## src/shared/vmc_pkg.sv

```systemverilog
// Package for the oscillator and modem configuration register bank
// How it works
// RULE_01 - The upper nibble of the oscillator register is the frequency A core current code, reset 8.
// RULE_02 - The lower nibble of the oscillator register is the frequency B core current code, reset 8.
// RULE_03 - The ADC divisor field, reset 3, divides the crystal clock by twice the code plus two; code 0 is unsupported.
// RULE_04 - With whitening enabled, transmit and receive bits are XORed with a PN9 sequence x^9+x^5+1.
// RULE_05 - The host may send only zeros with whitening on, and count received ones as bit errors.
// RULE_06 - Format 00 is NRZ and format 01 is Manchester.
// RULE_07 - Formats 10 and 11 are transparent UART, with the data clock pin held at 0 or 1.
// RULE_08 - The ADC clock runs at four times the intermediate frequency, so the IF strobe is ADC rate over 4.
// RULE_09 - The host picks the divisor that puts the ADC clock nearest 1.2288 MHz.
// RULE_10 - Reserved modem bits 7 and 3 are written as zero by the host and read back as zero; the bench sets both to one in its format writes (8'h88).
// RULE_11 - Reset loads every field default, and fields hold the last written value.
package vmc_pkg;
	localparam logic [7:0] OSC_CORE_CURRENT_ADDR = 8'h0C;
	localparam logic [7:0] MODEM_FORMAT_CTRL_ADDR = 8'h0D;
	localparam int BIAS_A_LSB = 4;
	localparam int BIAS_B_LSB = 0;
	localparam int ADC_DIV_LSB = 4;
	localparam int WHITEN_BIT = 2;
	localparam int FORMAT_LSB = 0;
	localparam logic [3:0] BIAS_A_RESET = 4'h8;
	localparam logic [3:0] BIAS_B_RESET = 4'h8;
	localparam logic [2:0] ADC_DIV_RESET = 3'h3;
	localparam logic WHITEN_RESET = 1'b0;
	localparam logic [1:0] FORMAT_RESET = 2'h0;
	localparam logic [8:0] PN9_SEED = 9'h1FF;
	localparam logic [1:0] IF_PER_ADC = 2'h3;
	typedef enum logic [1:0] {
		VMC_FMT_NRZ,
		VMC_FMT_MANCH,
		VMC_FMT_UART0,
		VMC_FMT_UART1
	} vmc_format_e;
endpackage : vmc_pkg

```

## src/shared/vmc_div_if.sv

```systemverilog
// Interface between the register bank and the clock divider
`timescale 1ns/1ps
`default_nettype none
interface vmc_div_if;
	logic [2:0] div_code;
	logic       adc_stb;
	logic       if_stb;
	modport ctrl (output div_code, input adc_stb, input if_stb);
	modport div  (input div_code, output adc_stb, output if_stb);
endinterface : vmc_div_if
`default_nettype wire

```

## src/vmc_clk_div.sv

```systemverilog
// ADC and IF enable-pulse divider
`timescale 1ns/1ps
`default_nettype none
module vmc_clk_div (
	// Clock and reset
	input  wire logic clk_i,
	input  wire logic reset_i,
	// Divider control
	vmc_div_if.div    dv
);
	typedef struct packed {
		logic [4:0] cnt;
		logic [1:0] ifc;
		logic       adc;
		logic       ifs;
	} vmc_div_s;
	vmc_div_s st_r;
	vmc_div_s st_nxt;
	logic [4:0] last;
	always_comb begin
		last = {1'b0, dv.div_code, 1'b1}; // [RULE_03]
		st_nxt = st_r;
		st_nxt.adc = 1'b0;
		st_nxt.ifs = 1'b0;
		if (dv.div_code == 3'h0) begin
			st_nxt.cnt = 5'h00;
		end else if (st_r.cnt >= last) begin
			st_nxt.cnt = 5'h00;
			st_nxt.adc = 1'b1;
			st_nxt.ifc = st_r.ifc + 2'h1;
			st_nxt.ifs = (st_r.ifc == vmc_pkg::IF_PER_ADC); // [RULE_08]
		end else begin
			st_nxt.cnt = st_r.cnt + 5'h01;
		end
	end
	always_ff @(posedge clk_i) begin
		if (reset_i) begin
			st_r <= '0;
		end else begin
			st_r <= st_nxt;
		end
	end
	assign dv.adc_stb = st_r.adc;
	assign dv.if_stb = st_r.ifs;
	AST_ADC_PERIOD: assert property (@(posedge clk_i) disable iff (reset_i) // [RULE_03]
		$rose(st_r.adc) && dv.div_code == 3'h1 ##1 (dv.div_code == 3'h1) [*4] |->
		st_r.adc) else $error("ADC strobe period wrong");
	AST_IF_NEEDS_ADC: assert property (@(posedge clk_i) disable iff (reset_i) // [RULE_08]
		st_r.ifs |-> st_r.adc) else $error("IF strobe without ADC strobe");
endmodule : vmc_clk_div
`default_nettype wire

```

## src/vmc_regs.sv

```systemverilog
// Oscillator and modem configuration register bank
//
// The address-and-strobe port is this design's own decision.
`timescale 1ns/1ps
`default_nettype none
module vmc_regs (
	// Clock and reset
	input  wire logic       clk_i,
	input  wire logic       reset_i,
	// Register port
	input  wire logic [7:0] addr_i,
	input  wire logic [7:0] wdata_i,
	input  wire logic       wr_i,
	input  wire logic       rd_i,
	output logic      [7:0] rdata_o,
	// Data path
	input  wire logic       tx_bit_i,
	input  wire logic       tx_bit_vld_i,
	input  wire logic       rx_bit_i,
	input  wire logic       rx_bit_vld_i,
	output logic            tx_bit_o,
	output logic            rx_bit_o,
	// Configuration outputs
	output logic      [3:0] osc_core_bias_a_o,
	output logic      [3:0] osc_core_bias_b_o,
	output logic            adc_clk_en_o,
	output logic            if_clk_en_o,
	output logic            nrz_mode_o,
	output logic            manchester_mode_o,
	output logic            uart_mode_o,
	output logic            data_clock_pin_o
);
	typedef struct packed {
		logic [3:0] bias_a;
		logic [3:0] bias_b;
		logic [2:0] adc_div;
		logic       whiten;
		logic [1:0] fmt;
		logic [7:0] rdata;
		logic [8:0] tx_lfsr;
		logic [8:0] rx_lfsr;
		logic       tx_bit;
		logic       rx_bit;
	} vmc_regs_s;
	vmc_regs_s st_r;
	vmc_regs_s st_nxt;
	vmc_div_if div_if ();
	function automatic logic [8:0] pn9_step(input logic [8:0] s);
		pn9_step = {s[0] ^ s[5], s[8:1]}; // [RULE_04]
	endfunction
	vmc_clk_div u_div (
		.clk_i   (clk_i),
		.reset_i (reset_i),
		.dv      (div_if.div)
	);
	assign div_if.div_code = st_r.adc_div;
	always_comb begin
		st_nxt = st_r;
		if (wr_i && addr_i == vmc_pkg::OSC_CORE_CURRENT_ADDR) begin
			st_nxt.bias_a = wdata_i[vmc_pkg::BIAS_A_LSB +: 4]; // [RULE_01]
			st_nxt.bias_b = wdata_i[vmc_pkg::BIAS_B_LSB +: 4]; // [RULE_02]
		end
		if (wr_i && addr_i == vmc_pkg::MODEM_FORMAT_CTRL_ADDR) begin
			st_nxt.adc_div = wdata_i[vmc_pkg::ADC_DIV_LSB +: 3]; // [RULE_03]
			st_nxt.whiten = wdata_i[vmc_pkg::WHITEN_BIT]; // [RULE_04]
			st_nxt.fmt = wdata_i[vmc_pkg::FORMAT_LSB +: 2]; // [RULE_06]
		end
		st_nxt.rdata = 8'h00;
		if (rd_i) begin
			case (addr_i)
				vmc_pkg::OSC_CORE_CURRENT_ADDR: begin
					st_nxt.rdata = {st_r.bias_a, st_r.bias_b};
				end
				vmc_pkg::MODEM_FORMAT_CTRL_ADDR: begin
					st_nxt.rdata = {1'b0, st_r.adc_div, 1'b0, st_r.whiten, st_r.fmt}; // [RULE_10]
				end
				default: begin
					st_nxt.rdata = 8'h00;
				end
			endcase
		end
		if (!st_r.whiten) begin
			st_nxt.tx_lfsr = vmc_pkg::PN9_SEED;
			st_nxt.rx_lfsr = vmc_pkg::PN9_SEED;
		end
		if (tx_bit_vld_i) begin
			st_nxt.tx_bit = tx_bit_i ^ (st_r.whiten & st_r.tx_lfsr[0]); // [RULE_04]
			if (st_r.whiten) begin
				st_nxt.tx_lfsr = pn9_step(st_r.tx_lfsr);
			end
		end
		if (rx_bit_vld_i) begin
			st_nxt.rx_bit = rx_bit_i ^ (st_r.whiten & st_r.rx_lfsr[0]); // [RULE_04]
			if (st_r.whiten) begin
				st_nxt.rx_lfsr = pn9_step(st_r.rx_lfsr);
			end
		end
	end
	always_ff @(posedge clk_i) begin
		if (reset_i) begin
			st_r.bias_a <= vmc_pkg::BIAS_A_RESET; // [RULE_11]
			st_r.bias_b <= vmc_pkg::BIAS_B_RESET;
			st_r.adc_div <= vmc_pkg::ADC_DIV_RESET;
			st_r.whiten <= vmc_pkg::WHITEN_RESET;
			st_r.fmt <= vmc_pkg::FORMAT_RESET;
			st_r.rdata <= 8'h00;
			st_r.tx_lfsr <= vmc_pkg::PN9_SEED;
			st_r.rx_lfsr <= vmc_pkg::PN9_SEED;
			st_r.tx_bit <= 1'b0;
			st_r.rx_bit <= 1'b0;
		end else begin
			st_r <= st_nxt;
		end
	end
	assign rdata_o = st_r.rdata;
	assign tx_bit_o = st_r.tx_bit;
	assign rx_bit_o = st_r.rx_bit;
	assign osc_core_bias_a_o = st_r.bias_a;
	assign osc_core_bias_b_o = st_r.bias_b;
	assign adc_clk_en_o = div_if.adc_stb;
	assign if_clk_en_o = div_if.if_stb;
	assign nrz_mode_o = (st_r.fmt == vmc_pkg::VMC_FMT_NRZ); // [RULE_06]
	assign manchester_mode_o = (st_r.fmt == vmc_pkg::VMC_FMT_MANCH); // [RULE_06]
	assign uart_mode_o = st_r.fmt[1]; // [RULE_07]
	assign data_clock_pin_o = st_r.fmt[1] & st_r.fmt[0]; // [RULE_07]
	AST_BIAS_WRITE: assert property (@(posedge clk_i) disable iff (reset_i) // [RULE_01]
		wr_i && addr_i == vmc_pkg::OSC_CORE_CURRENT_ADDR |=>
		osc_core_bias_a_o == $past(wdata_i[7:4])) else $error("Bias A not written");
	AST_BIAS_B_HOLD: assert property (@(posedge clk_i) disable iff (reset_i) // [RULE_02]
		!(wr_i && addr_i == vmc_pkg::OSC_CORE_CURRENT_ADDR) |=>
		$stable(osc_core_bias_b_o)) else $error("Bias B changed without write");
	AST_RESET_DEFAULT: assert property (@(posedge clk_i) // [RULE_11]
		reset_i |=> osc_core_bias_a_o == 4'h8 && st_r.adc_div == 3'h3 && !st_r.whiten
		&& st_r.fmt == 2'h0) else $error("Reset defaults wrong");
	AST_RSVD_ZERO: assert property (@(posedge clk_i) disable iff (reset_i) // [RULE_10]
		rd_i && addr_i == vmc_pkg::MODEM_FORMAT_CTRL_ADDR |=>
		rdata_o[7] == 1'b0 && rdata_o[3] == 1'b0) else $error("Reserved bits not zero");
	AST_READBACK: assert property (@(posedge clk_i) disable iff (reset_i) // [RULE_03]
		wr_i && addr_i == vmc_pkg::MODEM_FORMAT_CTRL_ADDR ##2
		rd_i && addr_i == vmc_pkg::MODEM_FORMAT_CTRL_ADDR |=>
		rdata_o[6:4] == $past(wdata_i[6:4], 3)) else $error("Divisor readback wrong");
	AST_PLAIN_PASS: assert property (@(posedge clk_i) disable iff (reset_i) // [RULE_04]
		tx_bit_vld_i && !st_r.whiten |=> tx_bit_o == $past(tx_bit_i))
		else $error("Unwhitened bit altered");
	AST_WHITEN_FLIP: assert property (@(posedge clk_i) disable iff (reset_i) // [RULE_04]
		rx_bit_vld_i && st_r.whiten |=> rx_bit_o == ($past(rx_bit_i) ^ $past(st_r.rx_lfsr[0])))
		else $error("Whitened bit wrong");
	AST_UART_PIN: assert property (@(posedge clk_i) disable iff (reset_i) // [RULE_07]
		uart_mode_o |-> data_clock_pin_o == st_r.fmt[0] && !nrz_mode_o && !manchester_mode_o)
		else $error("UART pin level wrong");
endmodule : vmc_regs
`default_nettype wire

```

## config.mk

```make
export PLATFORM = sky130hd
export DESIGN_NAME = vmc_regs
export DESIGN_NICKNAME = d
export VERILOG_FILES = /design/src/shared/vmc_pkg.sv /design/src/shared/vmc_div_if.sv /design/src/vmc_clk_div.sv /design/src/vmc_regs.sv
export SDC_FILE = /design/constraint.sdc
export NUM_CORES = 1
export LEC_CHECK = 0
export ABC_AREA = 1
export BUFFER_PORTS_ARGS = -buffer_cell sky130_fd_sc_hd__buf_4
export CORE_ASPECT_RATIO = 2
export CORE_UTILIZATION = 45
export CTS_BUF_LIST = sky130_fd_sc_hd__clkbuf_2
export CTS_CLUSTER_SIZE = 24
export DETAILED_ROUTE_END_ITERATION = 16
export PLACE_DENSITY_LB_ADDON = 0.08
export SLEW_MARGIN = 20
export SYNTH_ARGS = -nofsm -noshare
export SYNTH_HDL_FRONTEND = slang
export SYNTH_SLANG_ARGS = --single-unit
```

## constraint.sdc

```tcl
create_clock -name clk_i -period 3.07 [get_ports clk_i]
set_input_delay 0.1535 -clock clk_i [delete_from_list [all_inputs] [get_ports clk_i]]
set_output_delay 0.1535 -clock clk_i [all_outputs]
set_load 0.05 [all_outputs]
```

* Word-level counts from Yosys, hierarchy flattened *
Cells that the tools add are included.

storage, ports and cells
  flip-flop bits (word level) = 51
  input port bits = 24

operators by class
  $add $sub $neg = 2
  order comparisons = 1
  equality and inequality tests = 4
  multiplexer cells = 7
  bitwise gates (word level) = 10
  reductions and logical operators = 9

operators by type and width
  kind                                                 count
  2-to-1 mux 9 bit                                     4
  2-to-1 mux 18 bit                                    1
  equality test 8 x 4 -> 1 bit, second input constant  2
  one-hot mux 8 bit (2 select lines)                   1
  OR reduction 3 bit                                   2
  adder 5 x 1 -> 5 bit, second input constant          1
  >= comparator 5 x 4 -> 1 bit                         1
  OR reduction 2 bit                                   2
  XOR 1 bit                                            4
  AND 1 bit                                            3
  zero test 3 bit                                      1
  NOT 1 bit                                            3
  adder 2 x 1 -> 2 bit, second input constant          1
  equality test 2 x 1 -> 1 bit, second input constant  1
  equality test 2 bit, second input constant           1
  logical AND 1 bit                                    2
  zero test 2 bit                                      1
  2-to-1 mux 2 bit                                     1
  AND reduction 2 bit                                  1

* Logic depth before layout (Yosys ltp) *
Gate-level depths: netlist of the first run.

  depth after elaboration = 3
  gate-level depth with buffers = 9
  depth with buffers taken out = 9

* By module *
A second synthesis of the first run with hierarchy kept.

unflattened totals
  cell total of the unflattened synthesis = 308
  area, all modules = 2,322.2 um^2

modules (own cells, without submodules)
  module       instances  cells an instance  area an instance (um^2)  sequential area each (um^2)
  vmc_regs     1          249                1,874.3                  840.8
  vmc_clk_div  1          59                 447.9                    180.2

* Least setup slack after synthesis of the first run *
Ideal clock, no wire load.

  path kind = reg2out
  start point = register st_r (netlist bit uart_mode_o)
  end point = output manchester_mode_o
  arrival time = 1,234 ps
  data required time = 2,917 ps
  setup slack = 1,683 ps
  cell stages (with the launch flop) = 2
  path buffers = 0
  cell sequence = dfxtp_1 nor2_1

between the ends
  longest elaborated chain between the ends = 1

RTL lines
  element                       line             source
  from (decl)                   vmc_regs.sv:45   vmc_regs_s st_r;
  from (signal assigned)        vmc_regs.sv:112  st_r <= st_nxt;
  equality test 2 x 1 -> 1 bit  vmc_regs.sv:123  assign manchester_mode_o = (st_r.fmt == vmc_pkg::VMC_FMT_MANCH);
  to (decl)                     vmc_regs.sv:29   output logic manchester_mode_o,

No other way between the ends.

* Worst setup path after layout of the first run *
  start point = input reset_i
  end point = register st_r (netlist bit rdata_o[7])

between the ends
  longest elaborated chain between the ends = 1

RTL lines
  element                       line           source
  from (decl)                   vmc_regs.sv:9  input wire logic reset_i,
  OR reduction 2 bit (no line)  n/a

No other way between the ends.
A chain may end at the register's enable or synchronous reset.

==> results, run 1 <==
- The max-capacitance violation count is 0.
- The portion of the post-synthesis area used by sequential elements is 0.443.
- The critical path goes through dlygate4sd3_1 -> buf_4 -> inv_2 -> nand2_1 -> nor3b_1.
- The startpoint of the worst setup timing path is reset_i.
- The clock buffer count from CTS is 5.
- The worst setup path category is in -> reg.
- The via count of the first global-routing pass came to 1860.
- The most critical setup path has its endpoint at rdata_o[7]$_SDFF_PP0_.
- The final worst hold slack is around 40 ps.
- Measured against its own limit, the worst slew margin works out to 0.598.
- At the end of routability-driven placement, the weighted congestion stood at roughly 0.76.
- The core region is 4910 um2.
- STA classifies the critical path endpoint as a register.
- Entering global routing, the biggest net connects 38 pins.
- The count of cell types in the netlist is 28.
- The cell area after synthesis is between 2000 and 2500 um2.
- The antenna diode instance count is 0.
- Synthesis produced a netlist whose cell count is between 300 and 400.
- The internal power summed over all cells is just under 900 uW.
- The number of iterations in the first detailed-routing pass is 4.
- The cell sitting at the root of the clock tree is a clkbuf_2.
- The final route contains around 2000 vias.
- The number of buffers inserted to repair setup after CTS is 0.
- The cell with the largest stage delay on the worst path is dlygate4sd3_1.
- Yosys mapped a number of flops with a built-in enable equal to 0.
- The final cell utilization of the core is 0.559.
- Post-CTS repair changed the size of 0 cells.
- The post-route minimum period is ~1600 ps.
- Pin placement for this block handled between 40 and 50 I/O pins.
- The power density relative to cell area is around 420 nW/um2.
- Across every metal layer, demand over resource in global routing totals 0.189.
- By area the synthesized netlist is led by dfxtp_1, nand3_1, nand2_1, o21ai_0, buf_4.
- The clock latency of the later-clocked register in the worst-skew pair is 410 ps.
- The required arrival time at the worst endpoint is roughly 3400 ps.
- The H-tree was split into 2 levels.
- After detailed routing, the number of remaining DRC violations is 0.
- The library cell with the highest instance count after synthesis is dfxtp_1.
- Synthesis produced a netlist with a net count of about 330.
- Global routing finished with a remaining overflow of 0.
- The largest area contributor in the synthesized netlist is dfxtp_1.
- The most used flip-flop cell after synthesis is dfxtp_1.
- The number of antenna violations at the first check in global routing is 0.
- Setup repair after global routing left no endpoint under its margin.
- In this run the deepest clock path goes through 2 buffers.
- The pin slew with the least headroom to its limit is about 600 ps.
- The routed wire length is 4.72 mm.
- Along the worst hold path, the cell count comes to 3.
- The reg-to-reg critical path startpoint is div_if.div_code[2]$_SDFFE_PP0P_.
- The first global-routing pass estimated around 7.8 mm of wire.
- The chip width is 52.6 um.
- For this configuration, the core starts out at a cell density of 0.470.
- The sequential fraction of design power is 0.602.
- The count of hold buffers inserted by post-cts repair is 12.
- The site row count is 36.
- In the synthesized netlist, the cells that appear most often are dfxtp_1, nand2_1, nand3_1.
- The maximum operating frequency is around 0.63 GHz.
- The final net count is roughly 370.
- For the final database, setup skew stands at roughly 25 ps.
- The die outline height is between 100 and 150 um.
- In this run the register-to-register setup slack is 1670 ps.
- Once routing completed, OpenROAD measured the worst setup slack at 1490 ps.
- The clock tree from TritonCTS is built.
- After synthesis the netlist holds a flip-flop and latch count of 51.
- The sum of internal, switching and leakage power is approximately 1.1 mW.
- The full die area is 5430 um2.
- The fraction of power spent switching nets is 0.241.
- The setup TNS is 0 ps.
- The worst hold path belongs to the class in -> reg.
- The worst register-to-register path has a depth of 8.
- The setup slack at placement is roughly 1600 ps.
- The Yosys step of the flow raised 0 warnings.
- Relative to the synthesized area, the layout overhead comes to 19.0%.
- Of the available clock period, the critical path in the final layout requires 0.516.
- During placement, the flow inserted port buffers numbering 47.
- The HPWL reported at the end of detailed placement is 3.26 mm.
- The count of pins over their slew limit was 0.
- Of the total power, the clock network draws 0.296.
- Counting flops with an async set or reset pin after synthesis yields a share of 0.
- The flow ran to the end, and the final reports show no timing, DRC or antenna violations.
- The maximum net fanout on the critical path is 37.
- The delay of the slowest cell on the worst path is about 540 ps.
- CTS saw just over 50 sinks.
- The hold violation total from the final report is 0.
- The initial detailed-routing violation count is 38.
- The data arrival time of the critical path is 1930 ps.
- In the final layout, the share of cells above drive strength 1 is 0.198.
- The number of setup violations in the final report is 0.
- The share of total power dissipated in combinational logic is 0.102.
- Dividing the synthesized area by the synthesized cell count gives ~7.6 um2.
- In the final routed layout, each cell accounts on average for ~12 um.
- STA classifies the critical path startpoint as a primary input.
- Once detail routing completed, the nets flagged for antenna violations numbered 0.
- The proportion of netlist area held by the largest area contributor is 0.443.
- The clock transition time at the flip-flop clock pins of the worst setup and hold paths is around 240 ps.
- The peak supply drop is between 300 and 400 uV.
- The critical register-to-register path endpoint is u_div.dv.if_stb$_SDFF_PP0_.
- The analysis attributes to cell leakage a power of between 1 and 1.5 nW.
- After detailed routing, the number of vias per cell comes to ~5.
- The net switching power figure is approximately 280 uW.
==> cell usage in the layout (no fill, tap or decap), types with 4 or more instances in the layout <==
cell	netlist	layout
o21ai_0	31	31
nand4_1	4	4
xor2_1	4	4
dlygate4sd3_1	0	13
a21oi_1	11	11
dfxtp_1	51	51
nand2_2	6	6
nand3_1	39	39
nand2_1	42	42
nor2_1	30	30
ha_1	5	5
buf_4	17	47
inv_1	31	31
clkbuf_2	0	6
o21ai_1	4	4
==> flip-flops by register name, indices dropped and copies added, names as in the netlist <==
register and count:
st_r 20, rdata_o 8, u_div.st_r 7, osc_core_bias_a_o 4
osc_core_bias_b_o 4, div_if.div_code 3, rx_bit_o 1, tx_bit_o 1
u_div.dv.adc_stb 1, u_div.dv.if_stb 1, uart_mode_o 1
==> worst max-delay path, delay by kind of cell <==
family,cells,cell delay (ps)
buf+inv,3,1130
simple gates,2,630
==> logic make-up (layout without fill, tap and decap cells) <==
kind of cell	after synthesis	count (layout)	synth area share
simple gates	133	133	0.273
buf+inv	61	101	0.131
flops	51	51	0.443
compound gates	48	48	0.107
fa+ha+maj	5	5	0.0271
xor+xnor	5	5	0.0190
==> worst min-delay path by stage <==
stage               from                     endpoint
3_5_place_dp     reset_i  u_div.dv.adc_stb$_SDFF_PP0_
4_1_cts         rx_bit_i        rx_bit_o$_SDFFE_PP0P_
2_1_floorplan    reset_i  u_div.dv.adc_stb$_SDFF_PP0_
3_3_place_gp     reset_i  u_div.dv.adc_stb$_SDFF_PP0_
5_1_grt        addr_i[0]        rdata_o[2]$_SDFF_PP0_
6_report       addr_i[0]        rdata_o[1]$_SDFF_PP0_
==> stage by stage <==
step	std cells	area, um2
after floorplan	303	2310
after global placement	380	2560
after detailed placement	380	2560
after CTS	399	2740
after global routing	400	2750
final	400	2750
==> metal layers <==
| metal | wire [um] | up-vias | track usage | share of wire |
|---|---|---|---|---|
| met5 | 0 | - | 0 | 0 |
| met4 | 36 | 0 | 0.0668 | 0.0076 |
| met3 | 140 | 2 | 0.0307 | 0.030 |
| met2 | 2630 | 44 | 0.368 | 0.56 |
| met1 | 1920 | 922 | 0.193 | 0.41 |
| li1 | - | 1041 | - | - |
==> cell type report <==
class / count / area [um2]
Fill cell: 483 / 2160
Sequential cell: 51 / 1020
Multi-Input combinational cell: 191 / 983
Timing Repair Buffer: 60 / 483
Inverter: 34 / 128
Tap cell: 57 / 71.3
Clock buffer: 6 / 30.0
Clock inverter: 1 / 30.0
==> power by group through the flow <==
stage	Combinational [mW]	Sequential, mW	Clock, mW
after floorplan	0.0568	0.707	0
after global placement	0.104	0.702	0
after detailed placement	0.105	0.703	0
after CTS	0.117	0.691	0.352
after global routing	0.131	0.694	0.377
final	0.118	0.690	0.339
No activity file was read; power rests on OpenSTA's default activity.
==> run 2, diff against run 1 <==
==> constraint.sdc (replaced) <==
create_clock -name clk_i -period 1.29 [get_ports clk_i]
set_input_delay 0.0645 -clock clk_i [delete_from_list [all_inputs] [get_ports clk_i]]
set_output_delay 0.0645 -clock clk_i [all_outputs]
set_load 0.05 [all_outputs]
==> run 2 against run 1 <==
Compared with the run above: the flow now finishes with violations (negative setup slack); via count grew 2.8%; sequential power grew 140%; flip-flop and latch count is the same; critical path type is now reg -> reg; critical endpoint is now u_div.st_r[2]$_SDFFE_PP0P_; largest cell class is now multi-input gates; highest routed layer unchanged.
==> results, run 2 (synthesized netlist as in run 1, its figures left out) <==
- The final worst-path cycle share is 1.03.
- The floorplan core area came to 4910 um2 (unchanged).
- The full die area is 5430 um2 (unchanged).
- The count of boundary I/O pins was 48 (unchanged).
- The register with the highest flop count is st_r (unchanged).
- The critical path startpoint category is a register (was primary input).
- The HPWL reported at the end of detailed placement is 3.44 mm (was 3.26 mm).
- The commonest non-fill, non-tap cell in the layout was buf_4 (was dfxtp_1).
- The clock tree from TritonCTS is built (unchanged).
- The routed length per placed instance was 11.6 um (was 11.8 um).
- The maximum level of the CTS H-tree is 2 (unchanged).
- The overall routing resource usage is 0.194 (was 0.189).
- The total overflow reported by the global router is 0 (unchanged).
- The chip width came to 52.6 um (unchanged).
- The worst setup path category was reg -> reg (was in -> reg).
- The final reports fail on negative setup slack.
- The remaining antenna violation count is 0 (unchanged).
- The wire length of the first global-routing pass is 7.89 mm (was 7.83 mm).
- The die outline height is 103 um (unchanged).
- The hold path endpoint is rdata_o[4]$_SDFF_PP0_ (was rdata_o[1]$_SDFF_PP0_).
- Setup repair after global routing missed its margin: yes (was no).
- The pin count of the biggest net entering global routing is 18 (was 38).
- The number of iterations in the first detailed-routing pass was 4 (unchanged).
- The count of port buffers added during placement is 47 (unchanged).
- The count of cells along the worst hold path is 6 (was 3).
- The setup TNS is -114 ps (was 0 ps).
- The critical register-to-register path endpoint is u_div.st_r[2]$_SDFFE_PP0P_ (was u_div.dv.if_stb$_SDFF_PP0_).
- The worst path setup slack after routing came to -34.7 ps (was 1490 ps).
- The startpoint of the worst setup timing path is div_if.div_code[2]$_SDFFE_PP0P_ (was reset_i).
- The clock tree root buffer cell is clkbuf_2 (unchanged).
- The clock buffer count from CTS is 5 (unchanged).
- The hold violation total from the final report came to 0 (unchanged).
- The power density relative to cell area is 984 nW/um2 (was 418 nW/um2).
- The clock latency of the later-clocked register in the worst-skew pair is 420 ps (was 410 ps).
- The flip-flop count of the largest register after layout is 20 (unchanged).
- The initial detailed-routing violation count is 38 (unchanged).
- The length in cells of the worst reg-to-reg path is 9 (was 8).
- The maximum net fanout on the critical path is 5 (was 37).
- The worst slew margin relative to its limit is 0.809 (was 0.598).
- The peak supply drop is 779 uV (was 358 uV).
- The antenna diode instance count was 0 (unchanged).
- The max-capacitance violation count was 0 (unchanged).
- The count of placed standard cells including taps is 390 (was 380).
- The site row count is 36 (unchanged).
- The final instance count without filler cells was 420 (was 400).
- Highest-count cells in the layout ignoring fill and taps: buf_4, dfxtp_1, nand2_1 (was dfxtp_1, buf_4, nand2_1).
- The last weighted congestion value of the routability-driven placer is 0.783 (was 0.763).
- The average via count per standard cell was 4.92 (was 5.02).
- The number of antenna violations at the first check in global routing is 0 (unchanged).
- The static power due to leakage is 1.36 nW (was 1.25 nW).
- The total number of vias was 2065 (was 2009).
- The number of setup violations in the final report is 6 (was 0).
- The kind of end point of the critical path is a register (unchanged).
- The DRC violations left is 0 (unchanged).
- The clock transition time at the flip-flop clock pins of the worst setup and hold paths is 260 ps (was 240 ps).
- The reg-to-reg critical path startpoint is div_if.div_code[2]$_SDFFE_PP0P_ (unchanged).
- The count of pins over their slew limit is 0 (unchanged).
- The signed area change from the synthesized netlist to the final layout is 31.3% (was 19.0%).
- The post-route minimum period is roughly 1300 ps.
- The maximum clock insertion buffer count is 2 (unchanged).
- The share of layout cells above drive strength 1 came to 0.295 (was 0.198).
- The routed wire length is 4.86 mm (was 4.72 mm).
- Run status: finished, violations left (was complete, no violations).
- The launch point of the worst hold path is addr_i[5] (was addr_i[0]).
- Derived from the worst setup path, the maximum achievable clock frequency is 0.755 GHz.
- The initial cell density of the core is 0.470 (unchanged).
- The pin slew with the least headroom to its limit is 286 ps (was 602 ps).
- The via count of the first global-routing pass came to 1831 (was 1860).
- The final net count was 391 (was 372).
- The required arrival time at the worst endpoint is 1650 ps (was 3420 ps).
- The path class of the lowest-slack min-delay path is in -> reg (unchanged).
- The data arrival time of the critical path is 1690 ps (was 1930 ps).
- The worst clock skew is 11.5 ps (was 24.6 ps).
- The flop-to-flop setup slack was -30 ps (was 1670 ps).
- The number of clock sinks seen by CTS is 51 (unchanged).
==> run 2: cell count changes in the layout (fill, tap and decap cells not counted), sizes merged <==
cell and change:
dlygate4sd3 +4, bufinv +1, clkbuf -1, buf +15, clkinvlp +1
==> run 2: layout make-up <==
cell class	instances	area, um2
clock buffer	5	25.0
clock inverter	3	67.6
fill	450	1880
inverter	34	128
multi-input combinational	191	1060
sequential	51	1030
tap	57	71.3
timing repair buffer	79	647
==> run 2: worst max-delay path, cell delays in order, from the launching register on <==
cell     delay (ps)
dfxtp_2         400
inv_2            50
ha_4            260
inv_2            30
nor2_2           90
nand3_2         120
nand2_4         120
nand3_1          80
nand2_1          70
nor2_1           40
==> run 2: worst max-delay path by stage <==
stage | to | slack (ps) | depth (start not counted)
2_1_floorplan | manchester_mode_o | -8 | 1
3_3_place_gp | u_div.st_r[3]$_SDFFE_PP0P_ | -3 | 9
3_5_place_dp | u_div.st_r[2]$_SDFFE_PP0P_ | -60 | 9
4_1_cts | u_div.st_r[8]$_SDFF_PP0_ | 10 | 6
5_1_grt | u_div.st_r[2]$_SDFFE_PP0P_ | -140 | 9
6_report | u_div.st_r[2]$_SDFFE_PP0P_ | -30 | 9
==> run 2: what timing repair did <==
action	CTS	global route
buffers inserted	1	4
pin swaps	5	10
resized for setup	11	19
hold endpoints to repair	43	0
endpoints found under the setup margin	11	14
hold buffers	17	0
==> run 2: layer usage <==
metal  up-vias  global-route usage  wire [um]
li1       1085                   -          -
met1       928               0.202       1950
met2        44               0.370       2660
met3         8              0.0292        157
met4         0              0.0749         91
met5         -                   0          0
==> run 2: metrics by stage <==
stage | instance area [um2] | hold slack [ps] | setup slack [ps] | util | power, mW
after CTS | 2940 | 1.11 | 11.3 | 0.599 | 3.01
after global placement | 2630 | 270 | -2.57 | 0.536 | 1.93
after floorplan | 2310 | 137 | -8.32 | - | 1.82
final | 3030 | 22.5 | -34.7 | 0.617 | 2.98
after detailed placement | 2630 | 271 | -61.9 | 0.536 | 1.93
after global routing | 3030 | 11.1 | -138 | 0.617 | 3.12
==> run 2: report_power, final <==
group | internal, mW | total, mW | switching (mW)
registers | 1.62 | 1.64 | 0.0237
clock network | 0.519 | 1.03 | 0.512
logic | 0.147 | 0.308 | 0.162
